File: config.mk
export PLATFORM = sky130hd
export DESIGN_NAME = ccig_glue
export DESIGN_NICKNAME = d
export VERILOG_FILES = /design/src/ccig_pkg.sv /design/src/ccig_glue.sv
export SDC_FILE = /design/constraint.sdc
export NUM_CORES = 1
export LEC_CHECK = 0
export BUFFER_PORTS_ARGS = -buffer_cell sky130_fd_sc_hd__buf_2
export CAP_MARGIN = 20
export CORE_MARGIN = 2
export CORE_UTILIZATION = 42
export CTS_CLUSTER_DIAMETER = 60
export CTS_CLUSTER_SIZE = 8
export DETAILED_ROUTE_END_ITERATION = 16
export PLACE_DENSITY_LB_ADDON = 0.12
export SLEW_MARGIN = 20
export SYNTH_ARGS = -nofsm -noshare
export SYNTH_HDL_FRONTEND = slang
export SYNTH_SLANG_ARGS = --single-unit
export TNS_END_PERCENT = 100
File: constraint.sdc
create_clock -name ref_clk -period 1.5 [get_ports ref_clk]
set_clock_uncertainty 0.05 [all_clocks]
set_input_delay 0.075 -clock ref_clk [delete_from_list [all_inputs] [get_ports ref_clk]]
set_output_delay 0.075 -clock ref_clk [all_outputs]
set_load 0.005 [all_outputs]
File: src/ccig_pkg.sv
package ccig_pkg;
    // ************************************************************
    // Special function addresses
    // ************************************************************
    localparam logic [7:0] SFR_LEGACY_PORT_A = 8'h80;
    localparam logic [7:0] SFR_LEGACY_PORT_B = 8'h90;
    localparam logic [7:0] SFR_LEGACY_PORT_C = 8'ha0;
    localparam logic [7:0] SFR_LEGACY_PORT_D = 8'hb0;
    localparam logic [7:0] SFR_PAGE = 8'h92;
    localparam logic [7:0] SFR_POWER_CTRL = 8'h87;
    localparam logic [7:0] PAGE_RESET = 8'h00;
    localparam int SUSPEND_BIT_POS = 0;
    localparam int SFR_SPACE_START = 8'h80;

    // ************************************************************
    // Timing
    // ************************************************************
    localparam int CLK_HZ = 10_000_000;
    localparam int BUS_CYCLE_CLOCKS = 4;
    localparam int LEGACY_CYCLE_CLOCKS = 12;
    localparam int CORE_CLK_MHZ = 24;
    localparam int IDLE_SUSPEND_MS = 3;
    localparam int IDLE_SUSPEND_CYCLES = IDLE_SUSPEND_MS * (CLK_HZ / 1000);
    localparam int CLK_STABLE_CYCLES_DEF = 16;

    // ************************************************************
    // USB shared interrupt sources and vector bytes
    // ************************************************************
    localparam int USB_SRC_COUNT = 21;
    localparam int BULK_EP_COUNT = 16;
    localparam int VEC_STEP = 4;

    // Power sequence states
    typedef enum logic [2:0] {
        CCIG_RUN = 3'b000,
        CCIG_HALTED = 3'b001,
        CCIG_OSC_OFF = 3'b010,
        CCIG_WARMUP = 3'b011,
        CCIG_RESUME = 3'b100
    } ccig_pwr_e;

    // Processor special-function access
    typedef struct packed {
        logic wr;
        logic rd;
        logic [7:0] addr;
        logic [7:0] wdata;
    } ccig_sfr_s;

    // Strobes towards memory
    typedef struct packed {
        logic rd_n;
        logic wr_n;
        logic cs_n;
        logic oe_n;
    } ccig_strb_s;
endpackage : ccig_pkg
File: src/ccig_glue.sv
// Function
// - Standard instruction set stays unchanged
// - Bus cycle lasts four clocks, not twelve
// - Processor core clocked at 24 MHz
// - Register RAM, SFR space, indirect upper bytes
// - On-chip memories reached by external moves
// - Strobes separate internal and external spaces
// - Legacy port SFRs not implemented
// - Page register gives upper indirect address
// - Each pin: latch, level, output enable
// - Each pin: alternate function select bit
// - Standard interrupts all kept
// - Added interrupt sources assigned as listed
// - USB interrupt shared by 21 sources
// - Vector insertion replaces jump low byte
// - Three ms idle raises suspend request
// - Suspend bit halts processor until interrupt
// - Suspend stops oscillator and PLL
// - Wake on bus activity or wake pin
// - Restart clocks, wait stable before signalling
// - Then assert high-priority resume interrupt
// - Resume continues after suspending instruction
// - Wake pin falling edge restarts and interrupts
// - Wake pin low blocks suspend
`timescale 1ns/1ps
module ccig_glue import ccig_pkg::*; #(
    parameter int PIN_COUNT = 8,
    parameter int IDLE_CYCLES = IDLE_SUSPEND_CYCLES,
    parameter int STABLE_CYCLES = CLK_STABLE_CYCLES_DEF
) (
    // Clock and reset
    input wire logic ref_clk,
    input wire logic rst_n,
    // Processor special-function bus
    input wire ccig_sfr_s sfr,
    output logic [7:0] sfr_rdata,
    output logic sfr_ack,
    // Processor external move request
    input wire logic movx_req,
    input wire logic movx_indirect,
    input wire logic movx_wr,
    input wire logic [15:0] movx_dptr,
    input wire logic [7:0] movx_rptr,
    input wire logic movx_ext,
    output logic [15:0] mem_addr,
    output ccig_strb_s mem_strb,
    output logic bus_phase_end,
    // IO pins
    input wire logic [PIN_COUNT-1:0] pin_in,
    input wire logic [PIN_COUNT-1:0] io_latch,
    input wire logic [PIN_COUNT-1:0] io_oe,
    input wire logic [PIN_COUNT-1:0] io_alt,
    input wire logic [PIN_COUNT-1:0] alt_out,
    input wire logic [PIN_COUNT-1:0] alt_oe,
    output logic [PIN_COUNT-1:0] pin_out,
    output logic [PIN_COUNT-1:0] pin_oe,
    output logic [PIN_COUNT-1:0] io_level,
    // Interrupt sources
    input wire logic ext_pin_irq_a_n,
    input wire logic ext_pin_irq_b_n,
    input wire logic timer0_irq,
    input wire logic timer1_irq,
    input wire logic serial_port_a_irq,
    input wire logic two_wire_ctrl_irq,
    input wire logic pin_irq_four,
    input wire logic pin_irq_five_n,
    input wire logic pin_irq_six,
    input wire logic serial_port_b_irq,
    input wire logic third_timer_irq,
    input wire logic [USB_SRC_COUNT-1:0] usb_src,
    input wire logic vec_insert_en,
    input wire logic vector_fetch,
    input wire logic [7:0] code_byte,
    output logic [12:0] cpu_irq,
    output logic [7:0] fetch_byte,
    // USB bus and power
    input wire logic bus_activity,
    input wire logic wake_pin_n,
    input wire logic clk_stable,
    input wire logic isr_done,
    output logic osc_enable,
    output logic cpu_halt,
    output logic remote_wakeup,
    output logic resume_wake_irq,
    output logic suspend_ctrl
);

    // ************************************************************
    // Special function registers
    // ************************************************************
    logic [7:0] indirect_page_register;
    logic suspend_request_bit;
    logic [7:0] next_rdata;
    wire page_hit = sfr.addr == SFR_PAGE;
    wire pwr_hit = sfr.addr == SFR_POWER_CTRL;
    // Legacy port addresses decode to nothing and read zero
    wire legacy_hit = sfr.addr == SFR_LEGACY_PORT_A || sfr.addr == SFR_LEGACY_PORT_B ||
                      sfr.addr == SFR_LEGACY_PORT_C || sfr.addr == SFR_LEGACY_PORT_D;
    ccig_pwr_e state;
    ccig_pwr_e next_state;

    // Read mux; RAM and other SFRs live in the core itself
    always_comb begin
        next_rdata = 8'h00;
        if (page_hit) begin
            next_rdata = indirect_page_register;
        end else if (pwr_hit) begin
            next_rdata = {7'h00, suspend_request_bit};
        end else if (legacy_hit) begin
            next_rdata = 8'h00;
        end
    end

    // Register writes; suspend bit drops when the resume routine ends
    always_ff @(posedge ref_clk or negedge rst_n) begin
        if (!rst_n) begin
            indirect_page_register <= PAGE_RESET;
            suspend_request_bit <= 1'b0;
            sfr_rdata <= 8'h00;
            sfr_ack <= 1'b0;
        end else begin
            sfr_ack <= sfr.wr | sfr.rd;
            sfr_rdata <= next_rdata;
            if (sfr.wr && page_hit) begin
                indirect_page_register <= sfr.wdata;
            end
            if (sfr.wr && pwr_hit && sfr.wdata[SUSPEND_BIT_POS]) begin
                suspend_request_bit <= 1'b1;
            end else if (state == CCIG_RESUME && isr_done) begin
                suspend_request_bit <= 1'b0;
            end
        end
    end

    // ************************************************************
    // Bus cycle timing and memory strobes
    // ************************************************************
    logic [1:0] phase;
    logic movx_busy;
    logic [15:0] next_addr;
    // Indirect moves take the upper byte from the page register
    assign next_addr = movx_indirect ? {indirect_page_register, movx_rptr} : movx_dptr;

    // Four clocks per bus cycle, counter free running so no idle gaps
    always_ff @(posedge ref_clk or negedge rst_n) begin
        if (!rst_n) begin
            phase <= 2'd0;
            bus_phase_end <= 1'b0;
            movx_busy <= 1'b0;
            mem_addr <= 16'h0000;
            mem_strb <= '{rd_n: 1'b1, wr_n: 1'b1, cs_n: 1'b1, oe_n: 1'b1};
        end else begin
            phase <= phase + 2'd1;
            bus_phase_end <= phase == 2'd2;
            if (phase == 2'd3) begin
                movx_busy <= movx_req && !cpu_halt;
                mem_addr <= next_addr;
                // Chip select only for external space, internal RAM uses its own path
                mem_strb.rd_n <= !(movx_req && !movx_wr && !cpu_halt);
                mem_strb.wr_n <= !(movx_req && movx_wr && !cpu_halt);
                mem_strb.cs_n <= !(movx_req && movx_ext && !cpu_halt);
                mem_strb.oe_n <= !(movx_req && !movx_wr && movx_ext && !cpu_halt);
            end
        end
    end

    // ************************************************************
    // IO pins
    // ************************************************************
    genvar gi;
    generate
        for (gi = 0; gi < PIN_COUNT; gi++) begin : g_pin
            // Alternate function takes both data and enable
            always_ff @(posedge ref_clk or negedge rst_n) begin
                if (!rst_n) begin
                    pin_out[gi] <= 1'b0;
                    pin_oe[gi] <= 1'b0;
                    io_level[gi] <= 1'b0;
                end else begin
                    pin_out[gi] <= io_alt[gi] ? alt_out[gi] : io_latch[gi];
                    pin_oe[gi] <= io_alt[gi] ? alt_oe[gi] : io_oe[gi];
                    io_level[gi] <= pin_in[gi];
                end
            end
        end
    endgenerate

    // ************************************************************
    // Suspend detection and power sequence
    // ************************************************************
    logic [$clog2(IDLE_CYCLES+1)-1:0] idle_cnt;
    logic [$clog2(STABLE_CYCLES+1)-1:0] warm_cnt;
    logic wake_prev;
    logic usb_suspend_evt;
    wire wake_fall = wake_prev && !wake_pin_n;
    wire idle_done = idle_cnt == ($clog2(IDLE_CYCLES+1))'(IDLE_CYCLES);
    wire warm_done = warm_cnt == ($clog2(STABLE_CYCLES+1))'(STABLE_CYCLES);
    wire wake_evt = bus_activity || wake_fall;

    // Next power state
    always_comb begin
        next_state = state;
        case (state)
            CCIG_RUN: begin
                // Held-low wake pin keeps the chip awake
                if (suspend_request_bit && wake_pin_n) next_state = CCIG_HALTED;
            end
            CCIG_HALTED: next_state = CCIG_OSC_OFF;
            CCIG_OSC_OFF: begin
                if (wake_evt) next_state = CCIG_WARMUP;
            end
            CCIG_WARMUP: begin
                if (warm_done && clk_stable) next_state = CCIG_RESUME;
            end
            CCIG_RESUME: begin
                if (isr_done) next_state = CCIG_RUN;
            end
            default: next_state = CCIG_RUN;
        endcase
    end

    // Sequencer, idle counter and warm-up wait
    always_ff @(posedge ref_clk or negedge rst_n) begin
        if (!rst_n) begin
            state <= CCIG_RUN;
            idle_cnt <= '0;
            warm_cnt <= '0;
            wake_prev <= 1'b1;
            usb_suspend_evt <= 1'b0;
            osc_enable <= 1'b1;
            cpu_halt <= 1'b0;
            remote_wakeup <= 1'b0;
            resume_wake_irq <= 1'b0;
            suspend_ctrl <= 1'b0;
        end else begin
            state <= next_state;
            wake_prev <= wake_pin_n;
            // Idle count runs only in the run state
            if (bus_activity || state != CCIG_RUN) begin
                idle_cnt <= '0;
            end else if (!idle_done) begin
                idle_cnt <= idle_cnt + 1'b1;
            end
            usb_suspend_evt <= idle_cnt == ($clog2(IDLE_CYCLES+1))'(IDLE_CYCLES - 1);
            warm_cnt <= (state == CCIG_WARMUP && !warm_done) ? warm_cnt + 1'b1 :
                        (state == CCIG_WARMUP ? warm_cnt : '0);
            suspend_ctrl <= next_state == CCIG_HALTED || next_state == CCIG_OSC_OFF;
            osc_enable <= next_state != CCIG_OSC_OFF;
            cpu_halt <= next_state != CCIG_RUN && next_state != CCIG_RESUME;
            resume_wake_irq <= next_state == CCIG_RESUME;
            if (state == CCIG_OSC_OFF && wake_fall) begin
                remote_wakeup <= 1'b1;
            end else if (state == CCIG_RUN) begin
                remote_wakeup <= 1'b0;
            end
        end
    end

    // ************************************************************
    // Interrupt map and vector insertion
    // ************************************************************
    logic [4:0] top_src;
    logic usb_any;
    // Lowest index is highest priority; bytes spaced so each slot fits a jump
    always_comb begin
        top_src = 5'd0;
        for (int i = USB_SRC_COUNT - 1; i >= 0; i--) begin
            if (usb_src[i]) top_src = 5'(i);
        end
    end
    assign usb_any = |usb_src || usb_suspend_evt;

    // Registered interrupt lines in the processor's input order
    always_ff @(posedge ref_clk or negedge rst_n) begin
        if (!rst_n) begin
            cpu_irq <= 13'h0000;
            fetch_byte <= 8'h00;
        end else begin
            cpu_irq <= {third_timer_irq, serial_port_b_irq, resume_wake_irq, pin_irq_six, !pin_irq_five_n,
                        pin_irq_four, two_wire_ctrl_irq, usb_any, serial_port_a_irq, timer1_irq,
                        timer0_irq, !ext_pin_irq_b_n, !ext_pin_irq_a_n};
            fetch_byte <= (vector_fetch && vec_insert_en && |usb_src) ?
                          8'(top_src * VEC_STEP) : code_byte;
        end
    end
endmodule : ccig_glue

### Word level (Yosys, flattened, before mapping)

Cells that the tools add are included.

* bits in registers: 116
* latch bits: 0
* ROM bits: 0
* memory bits (writable): 0
* memories kept: 0
* input port bits: 142

* reductions and logical operators: 41
* shifts and indexed selects: 0
* eq/ne operators: 18
* bitwise logic cells: 1
* divide/modulo/power cells: 0
* $add $sub $neg: 3
* multipliers: 0
* muxes and demuxes: 54
* order comparisons: 0

Operators by type and width (count)
* 5-bit two-way mux: 23
* 15-bit equality test, second input constant: 2
* 15-bit two-way mux: 2
* 1-bit two-way mux: 21
* 21-bit OR reduction: 1
* 1-bit logical AND: 20
* 8-bit equality test, second input constant: 2
* 16-bit two-way mux: 1
* 8-bit two-way mux: 2
* 15-bit by 1-bit adder with 15-bit output, second input constant: 1
* 3-bit case mux with 5 select lines: 1
* 3-bit two-way mux: 4
* 1-bit logical NOT: 11
* 3-bit by 2-bit equality test with 1-bit output, second input constant: 3
* 3-bit by 1-bit equality test with 1-bit output, second input constant: 2
* 3-bit equality test, second input constant: 2
* 3-bit nonzero test: 2
* 5-bit by 1-bit adder with 5-bit output, second input constant: 1
* 5-bit equality test, second input constant: 1
* 2-bit equality test, second input constant: 2
* 1-bit logical OR: 4
* 2-bit nonzero test: 2
* 3-bit logical NOT: 1
* 3-bit by 2-bit != test with 1-bit output, second input constant: 1
* 5 further kinds: 5

### Depth between registers and ports, before layout

Gate-level depths: netlist of the first run.

* word-level depth: 22
* mapped depth: 7
* mapped depth without buffers: 7

### Least setup slack after synthesis of the first run

Ideal clock, no wire load.

* path type: reg-to-reg
* from: register idle_cnt[9]
* to: register idle_cnt[1]
* setup slack: -0.079 ns
* library setup time: 0.132 ns
* period minus slack after synthesis: 1.579 ns
* cell stages (with the launch flop): 6
* required time: 1.318 ns
* data arrival time: 1.397 ns
* cells stage by stage: dfrtp_1 -> nor4bb_1 -> nand4_1 -> nor4_4 -> mux2i_1 -> nor2_1

* word-level cells in the longest chain between the ends: 2

RTL lines
* start: declaration: RTL line ccig_glue.sv:191 `logic [$clog2(IDLE_CYCLES+1)-1:0] idle_cnt;`
* start signal: assignment: RTL line ccig_glue.sv:242 `idle_cnt <= idle_cnt + 1'b1;`
* 15-bit equality test: RTL line ccig_glue.sv:196 `wire idle_done = idle_cnt == ($clog2(IDLE_CYCLES+1))'(IDLE_CYCLES);`
* 2-bit by 1-bit != test with 1-bit output (no line)

No other way between the ends.
A chain may end at the register's enable or synchronous reset.

### Worst setup path in the final report of the first run

Same ends and word-level chain as after synthesis.

==> impl_metrics.json, run 1 <==
{
  "status": "finished with violations",
  "failed_checks": "setup timing",
  "clk_path_buf_depth": 2,
  "syn_area_um2": 4770,
  "synth-seq-area-share_pct": 61.0,
  "hold_class": "input port to flip-flop",
  "synth_ff_type": "dfrtp_1",
  "initial_utilization_pct": 43.5,
  "finalSetupViolations": 4,
  "slew_headroom_pct": 59.8,
  "clk_latency_ns": 0.40,
  "dp_slack_ns": -0.194,
  "vias": 4520,
  "die-area_um2": 12200,
  "fin_ws_ns": -0.169,
  "clkTransAtPathRegs_ns": 0.05,
  "chipHeight_um": 111,
  "r2r_slack_ns": -0.17,
  "grt_max_degree": 117,
  "syn_avg_cell_area_um2": 12.1,
  "synth-seq-cells": 116,
  "final_common_cell": "buf_2",
  "p_per_area_nw_per_um2": 1130,
  "timing.rr.start": "idle_cnt[9]",
  "endpoint_kind": "flip-flop",
  "whs_endpoint": "fetch_byte[2]",
  "final_cell_mix": "buf_2, dfrtp_1, dlygate4sd3_1",
  "antenna_found_initial": 0,
  "grt_pass1_vias": 4796,
  "cp_max_fo": 4,
  "hpwl_um": 8600,
  "drc": 0,
  "grt_pass1_wl_um": 22500,
  "gr-total-overflow": 0,
  "routed_wl_um": 13700,
  "detail_route.iter0.violations": 243,
  "drtPass1Iterations": 4,
  "synth_enable_flop_cells": 0,
  "cp.buffers_inverters": 0,
  "worstSetupPathType": "flip-flop to flip-flop",
  "synthesis.nets": 544,
  "cp_top_family": "simple AND/OR/NAND/NOR gates",
  "cp_data_arrival_time_ns": 1.89,
  "cts_sinks": 116,
  "groute.usage.overall_pct": 22.7,
  "finalPower_mw": 9.27,
  "r2r_end": "idle_cnt[1]",
  "yosysWarnings": 0,
  "worst_r2r_path_depth": 5,
  "die_w_um": 111,
  "worstSetupStartpointType": "flip-flop",
  "numPortBuffers": 221,
  "hold_depth": 4,
  "num_rows": 38,
  "gp_congestion": 0.845,
  "p_leak_nw": 4.09,
  "maxCapViolations": 0,
  "cts_tree": "done",
  "antenna_cells": 0,
  "syn_inst": 396,
  "fin_crit_ns": 1.67,
  "area_delta_synth_final_pct": 72.3,
  "core_region_area_um2": 11000,
  "hold_viol": 0,
  "drv_slew": 0,
  "ir_drop_mv": 0.926,
  "period_share_pct": 111,
  "postRouteAntennaNets": 0,
  "root_buffer": "clkbuf_16",
  "async_flop_share_pct": 100,
  "viasPerCell": 4.84,
  "cts_made_buffers": 17,
  "wl_per_cell_um": 14.7,
  "critPathRequiredTime_ns": 1.72,
  "nets": 928,
  "cp_cell_sequence": "nor4bb_2 > nand4_1 > nor4_4 > mux2i_1 > nor2_1",
  "fmax_ghz": 0.599,
  "htree_levels": 4,
  "slowest_stage": "dfrtp_1",
  "hp-start": "usb_src[6]",
  "critical-path-max-stage-delay_ns": 0.39,
  "worstMarginPinSlew_ns": 0.604,
  "synth_cell_type_count": 48,
  "io-pin-count": 222,
  "drive_gt1_share_pct": 45.9,
  "rsz0062_at_grt": "true"
}
==> flip-flops by register name, summed over array words and instances, names as in the netlist, 2 cells and up <==
register,flops
warm_cnt,5
sfr_rdata,8
io_level,8
pin_oe,8
cpu_irq,13
pin_out,8
fetch_byte,8
indirect_page_register,8
state,3
phase,2
mem_addr,16
mem_strb,4
idle_cnt,15
==> routing by layer <==
metal,track usage [%],routed length [um],up-vias
met3,6.92,973,29
met2,40.2,7080,183
met5,0,0,-
met1,25.5,5320,2156
li1,-,-,2152
met4,9.17,328,0
==> final cells by class <==
type,instances,area (um2)
flip-flops and latches,116,2910
inverters,18,67.6
well taps,140,175
repair buffers,375,2560
fillers,712,2760
multi-input cells,252,1860
clock buffers,20,467
clock inverters,12,178
==> worst max-delay path by stage <==
| stage | start | to | slack (ns) | cells after the start |
|---|---|---|---|---|
| detailed placement | idle_cnt[9] | idle_cnt[1] | -0.19 | 5 |
| floorplan | idle_cnt[9] | idle_cnt[1] | -0.004 | 5 |
| global route | idle_cnt[9] | idle_cnt[1] | -0.30 | 5 |
| global placement | idle_cnt[9] | idle_cnt[1] | -0.10 | 5 |
| finish | idle_cnt[9] | idle_cnt[1] | -0.17 | 5 |
| CTS | idle_cnt[9] | idle_cnt[1] | -0.19 | 5 |
==> worst min-delay path: stages <==
cell and delay, ns:
buf_2 0.13, a2111oi_0 0.07, o31ai_1 0.08, a31oi_1 0.09
==> Yosys cell counts (2+ instances only) <==
master | count | share of area [%]
xor2_1 | 10 | 1.8
or3_1 | 2 | 0.26
a31oi_1 | 5 | 0.66
a211oi_1 | 2 | 0.31
nor4_4 | 3 | 1.3
a21oi_1 | 23 | 2.4
mux2i_1 | 19 | 4.0
dfrtp_1 | 110 | 58
and2_1 | 4 | 0.52
nand2_1 | 14 | 1.1
a221oi_1 | 2 | 0.37
nor2b_1 | 4 | 0.52
dfstp_2 | 6 | 3.3
nand4_1 | 5 | 0.66
o31ai_1 | 3 | 0.47
inv_1 | 18 | 1.4
nor4_1 | 2 | 0.26
ha_1 | 6 | 1.6
nand3_1 | 13 | 1.4
nand3b_1 | 2 | 0.31
nor4_2 | 2 | 0.52
nand2b_1 | 4 | 0.52
o21ai_0 | 6 | 0.63
and3_1 | 10 | 1.3
or4_1 | 2 | 0.31
clkbuf_1 | 8 | 0.63
nor3_1 | 6 | 0.63
xnor2_1 | 6 | 1.1
mux2_2 | 24 | 5.7
nor2_1 | 56 | 4.4
a2111oi_0 | 2 | 0.37
==> stage by stage <==
step | std cells | util [%] | setup TNS, ns | area (um2) | hold WS (ns)
after detailed placement | 788 | 57.9 | -1.36 | 6360 | 0.134
after CTS | 926 | 73.4 | -0.603 | 8070 | 0.0192
after floorplan | 396 | - | -0.00426 | 4780 | -0.271
after global placement | 788 | 57.9 | -0.404 | 6360 | 0.133
after global routing | 933 | 74.9 | -1.33 | 8220 | 0.0510
final | 933 | 74.9 | -0.510 | 8220 | 0.0294
==> power by group <==
part	internal [mW]	switching, mW	total (mW)
Sequential	3.38	0.136	3.51
Combinational	0.832	0.629	1.46
Clock	2.91	1.39	4.30
==> kinds of logic (layout without fill, tap and decap cells) <==
| group | Yosys count | after routing | share of synthesized area [%] |
|---|---|---|---|
| compound gates | 50 | 50 | 6.87 |
| xor+xnor | 16 | 16 | 2.94 |
| fa+ha+maj | 6 | 6 | 1.57 |
| buf+inv | 28 | 425 | 2.23 |
| flops | 116 | 116 | 61.0 |
| mux | 43 | 43 | 9.65 |
| simple gates | 137 | 137 | 15.8 |
==> repair_timing <==
item                                    in CTS  in global routing
hold buffers                               105                  0
endpoints found under the setup margin       5                 25
pin swaps                                    3                  9
hold endpoints to repair                   191                  0
gates resized for setup                      1                 23
setup buffers                                1                  7
(Power assumes the default switching activity.)
==> inputs of run 2 (changes only) <==
--- a/config.mk
+++ b/config.mk
@@ -9,5 +9,5 @@
 export CAP_MARGIN = 20
 export CORE_MARGIN = 2
-export CORE_UTILIZATION = 42
+export CORE_UTILIZATION = 41
 export CTS_CLUSTER_DIAMETER = 60
 export CTS_CLUSTER_SIZE = 8
--- a/constraint.sdc
+++ b/constraint.sdc
@@ -3,3 +3,3 @@
 set_input_delay 0.075 -clock ref_clk [delete_from_list [all_inputs] [get_ports ref_clk]]
 set_output_delay 0.075 -clock ref_clk [all_outputs]
-set_load 0.005 [all_outputs]
+set_load 0.01 [all_outputs]
==> run 2 against run 1 <==
The flow still finishes with violations (setup timing). Die area increased by 2.4%. Global-route usage is 0.41 points lower. Count of clock-buffer cells in the layout grew 3. Critical path depth is the same. Worst setup slack better by 0.049 ns. Final cell count increased by 0.21%. Largest power group unchanged.
==> impl_metrics.json, run 2 (synthesis gave the netlist of run 1 again) <==
{
  "status": "finished with violations",
  "failed_checks": "setup timing",
  "fin_tns_setup_ns": -0.331,
  "antenna_found_initial": 0,
  "cp_cell_sequence": "nor4bb_1 > nand4_1 > nor4_4 > mux2i_1 > nor2_1",
  "detail_route.iter0.violations": 211,
  "drc": 0,
  "p_per_area_nw_per_um2": 1160,
  "die_w_um": 112,
  "clk_path_buf_depth": 2,
  "drtPass1Iterations": 4,
  "critical-path-max-stage-delay_ns": 0.38,
  "nets": 927,
  "slowest_stage": "dfrtp_1",
  "fmax_ghz": 0.617,
  "stdcell_area_um2": 8190,
  "combPwrFrac_pct": 15.7,
  "chipHeight_um": 112,
  "final_cell_mix": "buf_2, dfrtp_1, dlygate4sd3_1",
  "postRouteAntennaNets": 0,
  "finalPower_mw": 9.47,
  "cp_top_family": "simple AND/OR/NAND/NOR gates",
  "finalSetupViolations": 4,
  "seq_power_share_pct": 37.4,
  "cp.buffers_inverters": 0,
  "grt_pass1_vias": 4679,
  "endpoint_kind": "flip-flop",
  "critPathRequiredTime_ns": 1.72,
  "period_share_pct": 108,
  "worstSetupStartpointType": "flip-flop",
  "ir_drop_mv": 0.711,
  "worst_r2r_path_depth": 5,
  "worstSetupPathType": "flip-flop to flip-flop",
  "p_leak_nw": 4.11,
  "antenna_cells": 0,
  "drive_gt1_share_pct": 44.6,
  "cp_max_fo": 4,
  "vias": 4451,
  "regMostFlops": "mem_addr",
  "hpwl_um": 8610,
  "r2r_slack_ns": -0.12,
  "num_rows": 39,
  "root_buffer": "clkbuf_16",
  "grt_max_degree": 117,
  "worstMarginPinSlew_ns": 0.627,
  "clkTransAtPathRegs_ns": 0.05,
  "fin_crit_ns": 1.62,
  "area_delta_synth_final_pct": 71.7,
  "initial_utilization_pct": 42.0,
  "gr-total-overflow": 0,
  "grt_pass1_wl_um": 22100,
  "wl_per_cell_um": 14.6,
  "rsz0062_at_grt": "true",
  "swShare_pct": 22.8,
  "whs_endpoint": "fetch_byte[2]",
  "timing.rr.start": "idle_cnt[9]",
  "cts_tree": "done",
  "gp_congestion": 0.860,
  "core_region_area_um2": 11400,
  "numPortBuffers": 221,
  "clk_latency_ns": 0.40,
  "drv_slew": 0,
  "cts_sinks": 116,
  "r2r_end": "idle_cnt[1]",
  "io-pin-count": 222,
  "switching_power_mw": 2.16,
  "final_util_pct": 72.1,
  "routed_wl_um": 13700,
  "placed_area_um2": 6350,
  "hold_class": "input port to flip-flop",
  "whs_ns": 0.0149,
  "hp-start": "usb_src[6]",
  "groute.usage.overall_pct": 22.3,
  "maxCapViolations": 0,
  "hold_viol": 0,
  "slew_headroom_pct": 58.2,
  "viasPerCell": 4.76,
  "htree_levels": 4,
  "final_common_cell": "buf_2",
  "cts_made_buffers": 17,
  "clock_power_share_pct": 46.9,
  "fin_ws_ns": -0.121,
  "largest_reg_flops": 16,
  "reg.largest.list": "mem_addr x16, idle_cnt x15, cpu_irq x13",
  "hold_depth": 4,
  "cp_data_arrival_time_ns": 1.84,
  "internal-power_mw": 7.31,
  "die-area_um2": 12500
}
[run 2: changes by cell type in the layout (fill, tap and decap cells not counted), sizes merged]
cell         change
dlygate4sd3      +1
bufinv           +1
buf              -2
clkinvlp         -3
clkinv           -1
clkbuf           +3
[run 2: area by class of cell]
| type | instances | area (um2) |
|---|---|---|
| Fill cell | 802 | 3180 |
| Sequential cell | 116 | 2910 |
| Timing Repair Buffer | 374 | 2540 |
| Multi-Input combinational cell | 252 | 1830 |
| Clock buffer | 23 | 488 |
| Tap cell | 143 | 179 |
| Clock inverter | 9 | 173 |
| Inverter | 18 | 67.6 |
[run 2: power by group through the flow]
stage	logic (mW)	registers [mW]	clock network, mW
floorplan	0.432	3.63	0
global placement	1.12	3.56	0
detailed placement	1.16	3.56	0
CTS	1.39	3.52	4.52
global route	1.65	3.56	4.66
finish	1.48	3.54	4.44
[run 2: layer usage]
layer | track usage (%) | up-vias | part of all wire, %
met5 | 0 | - | 0
met4 | 7.90 | 0 | 1.6
met3 | 6.26 | 20 | 6.7
met2 | 39.4 | 172 | 51
met1 | 26.1 | 2110 | 40
li1 | - | 2149 | -
[run 2: worst max-delay path by stage]
stage / slack (ns) / startpoint / cells past startpoint / end
CTS: -0.15 / idle_cnt[9] / 5 / idle_cnt[1]
floorplan: -0.004 / idle_cnt[9] / 5 / idle_cnt[1]
global placement: -0.15 / idle_cnt[9] / 5 / idle_cnt[1]
finish: -0.12 / idle_cnt[9] / 5 / idle_cnt[1]
global route: -0.19 / idle_cnt[9] / 5 / idle_cnt[1]
detailed placement: -0.15 / idle_cnt[9] / 5 / idle_cnt[1]
[run 2: tightest hold or removal path: cells and delay by family]
kind	cells	cell delay, ns
AO/OA/AOI/OAI	3	0.22
buffers and inverters	1	0.12
[run 2: metrics by stage]
stage	worst slack [ns]	std cells
after CTS	-0.153	931
after detailed placement	-0.153	792
final	-0.121	935
after global routing	-0.193	935
after global placement	-0.153	792
after floorplan	-0.00426	396
[run 2: timing repair]
item | 4_1_cts | 5_1_grt
endpoints found under the hold margin | 191 | 0
gates resized for setup | 0 | 20
setup buffers | 1 | 4
setup endpoints to repair | 4 | 18
pin swaps | 2 | 8
hold buffers | 106 | 0
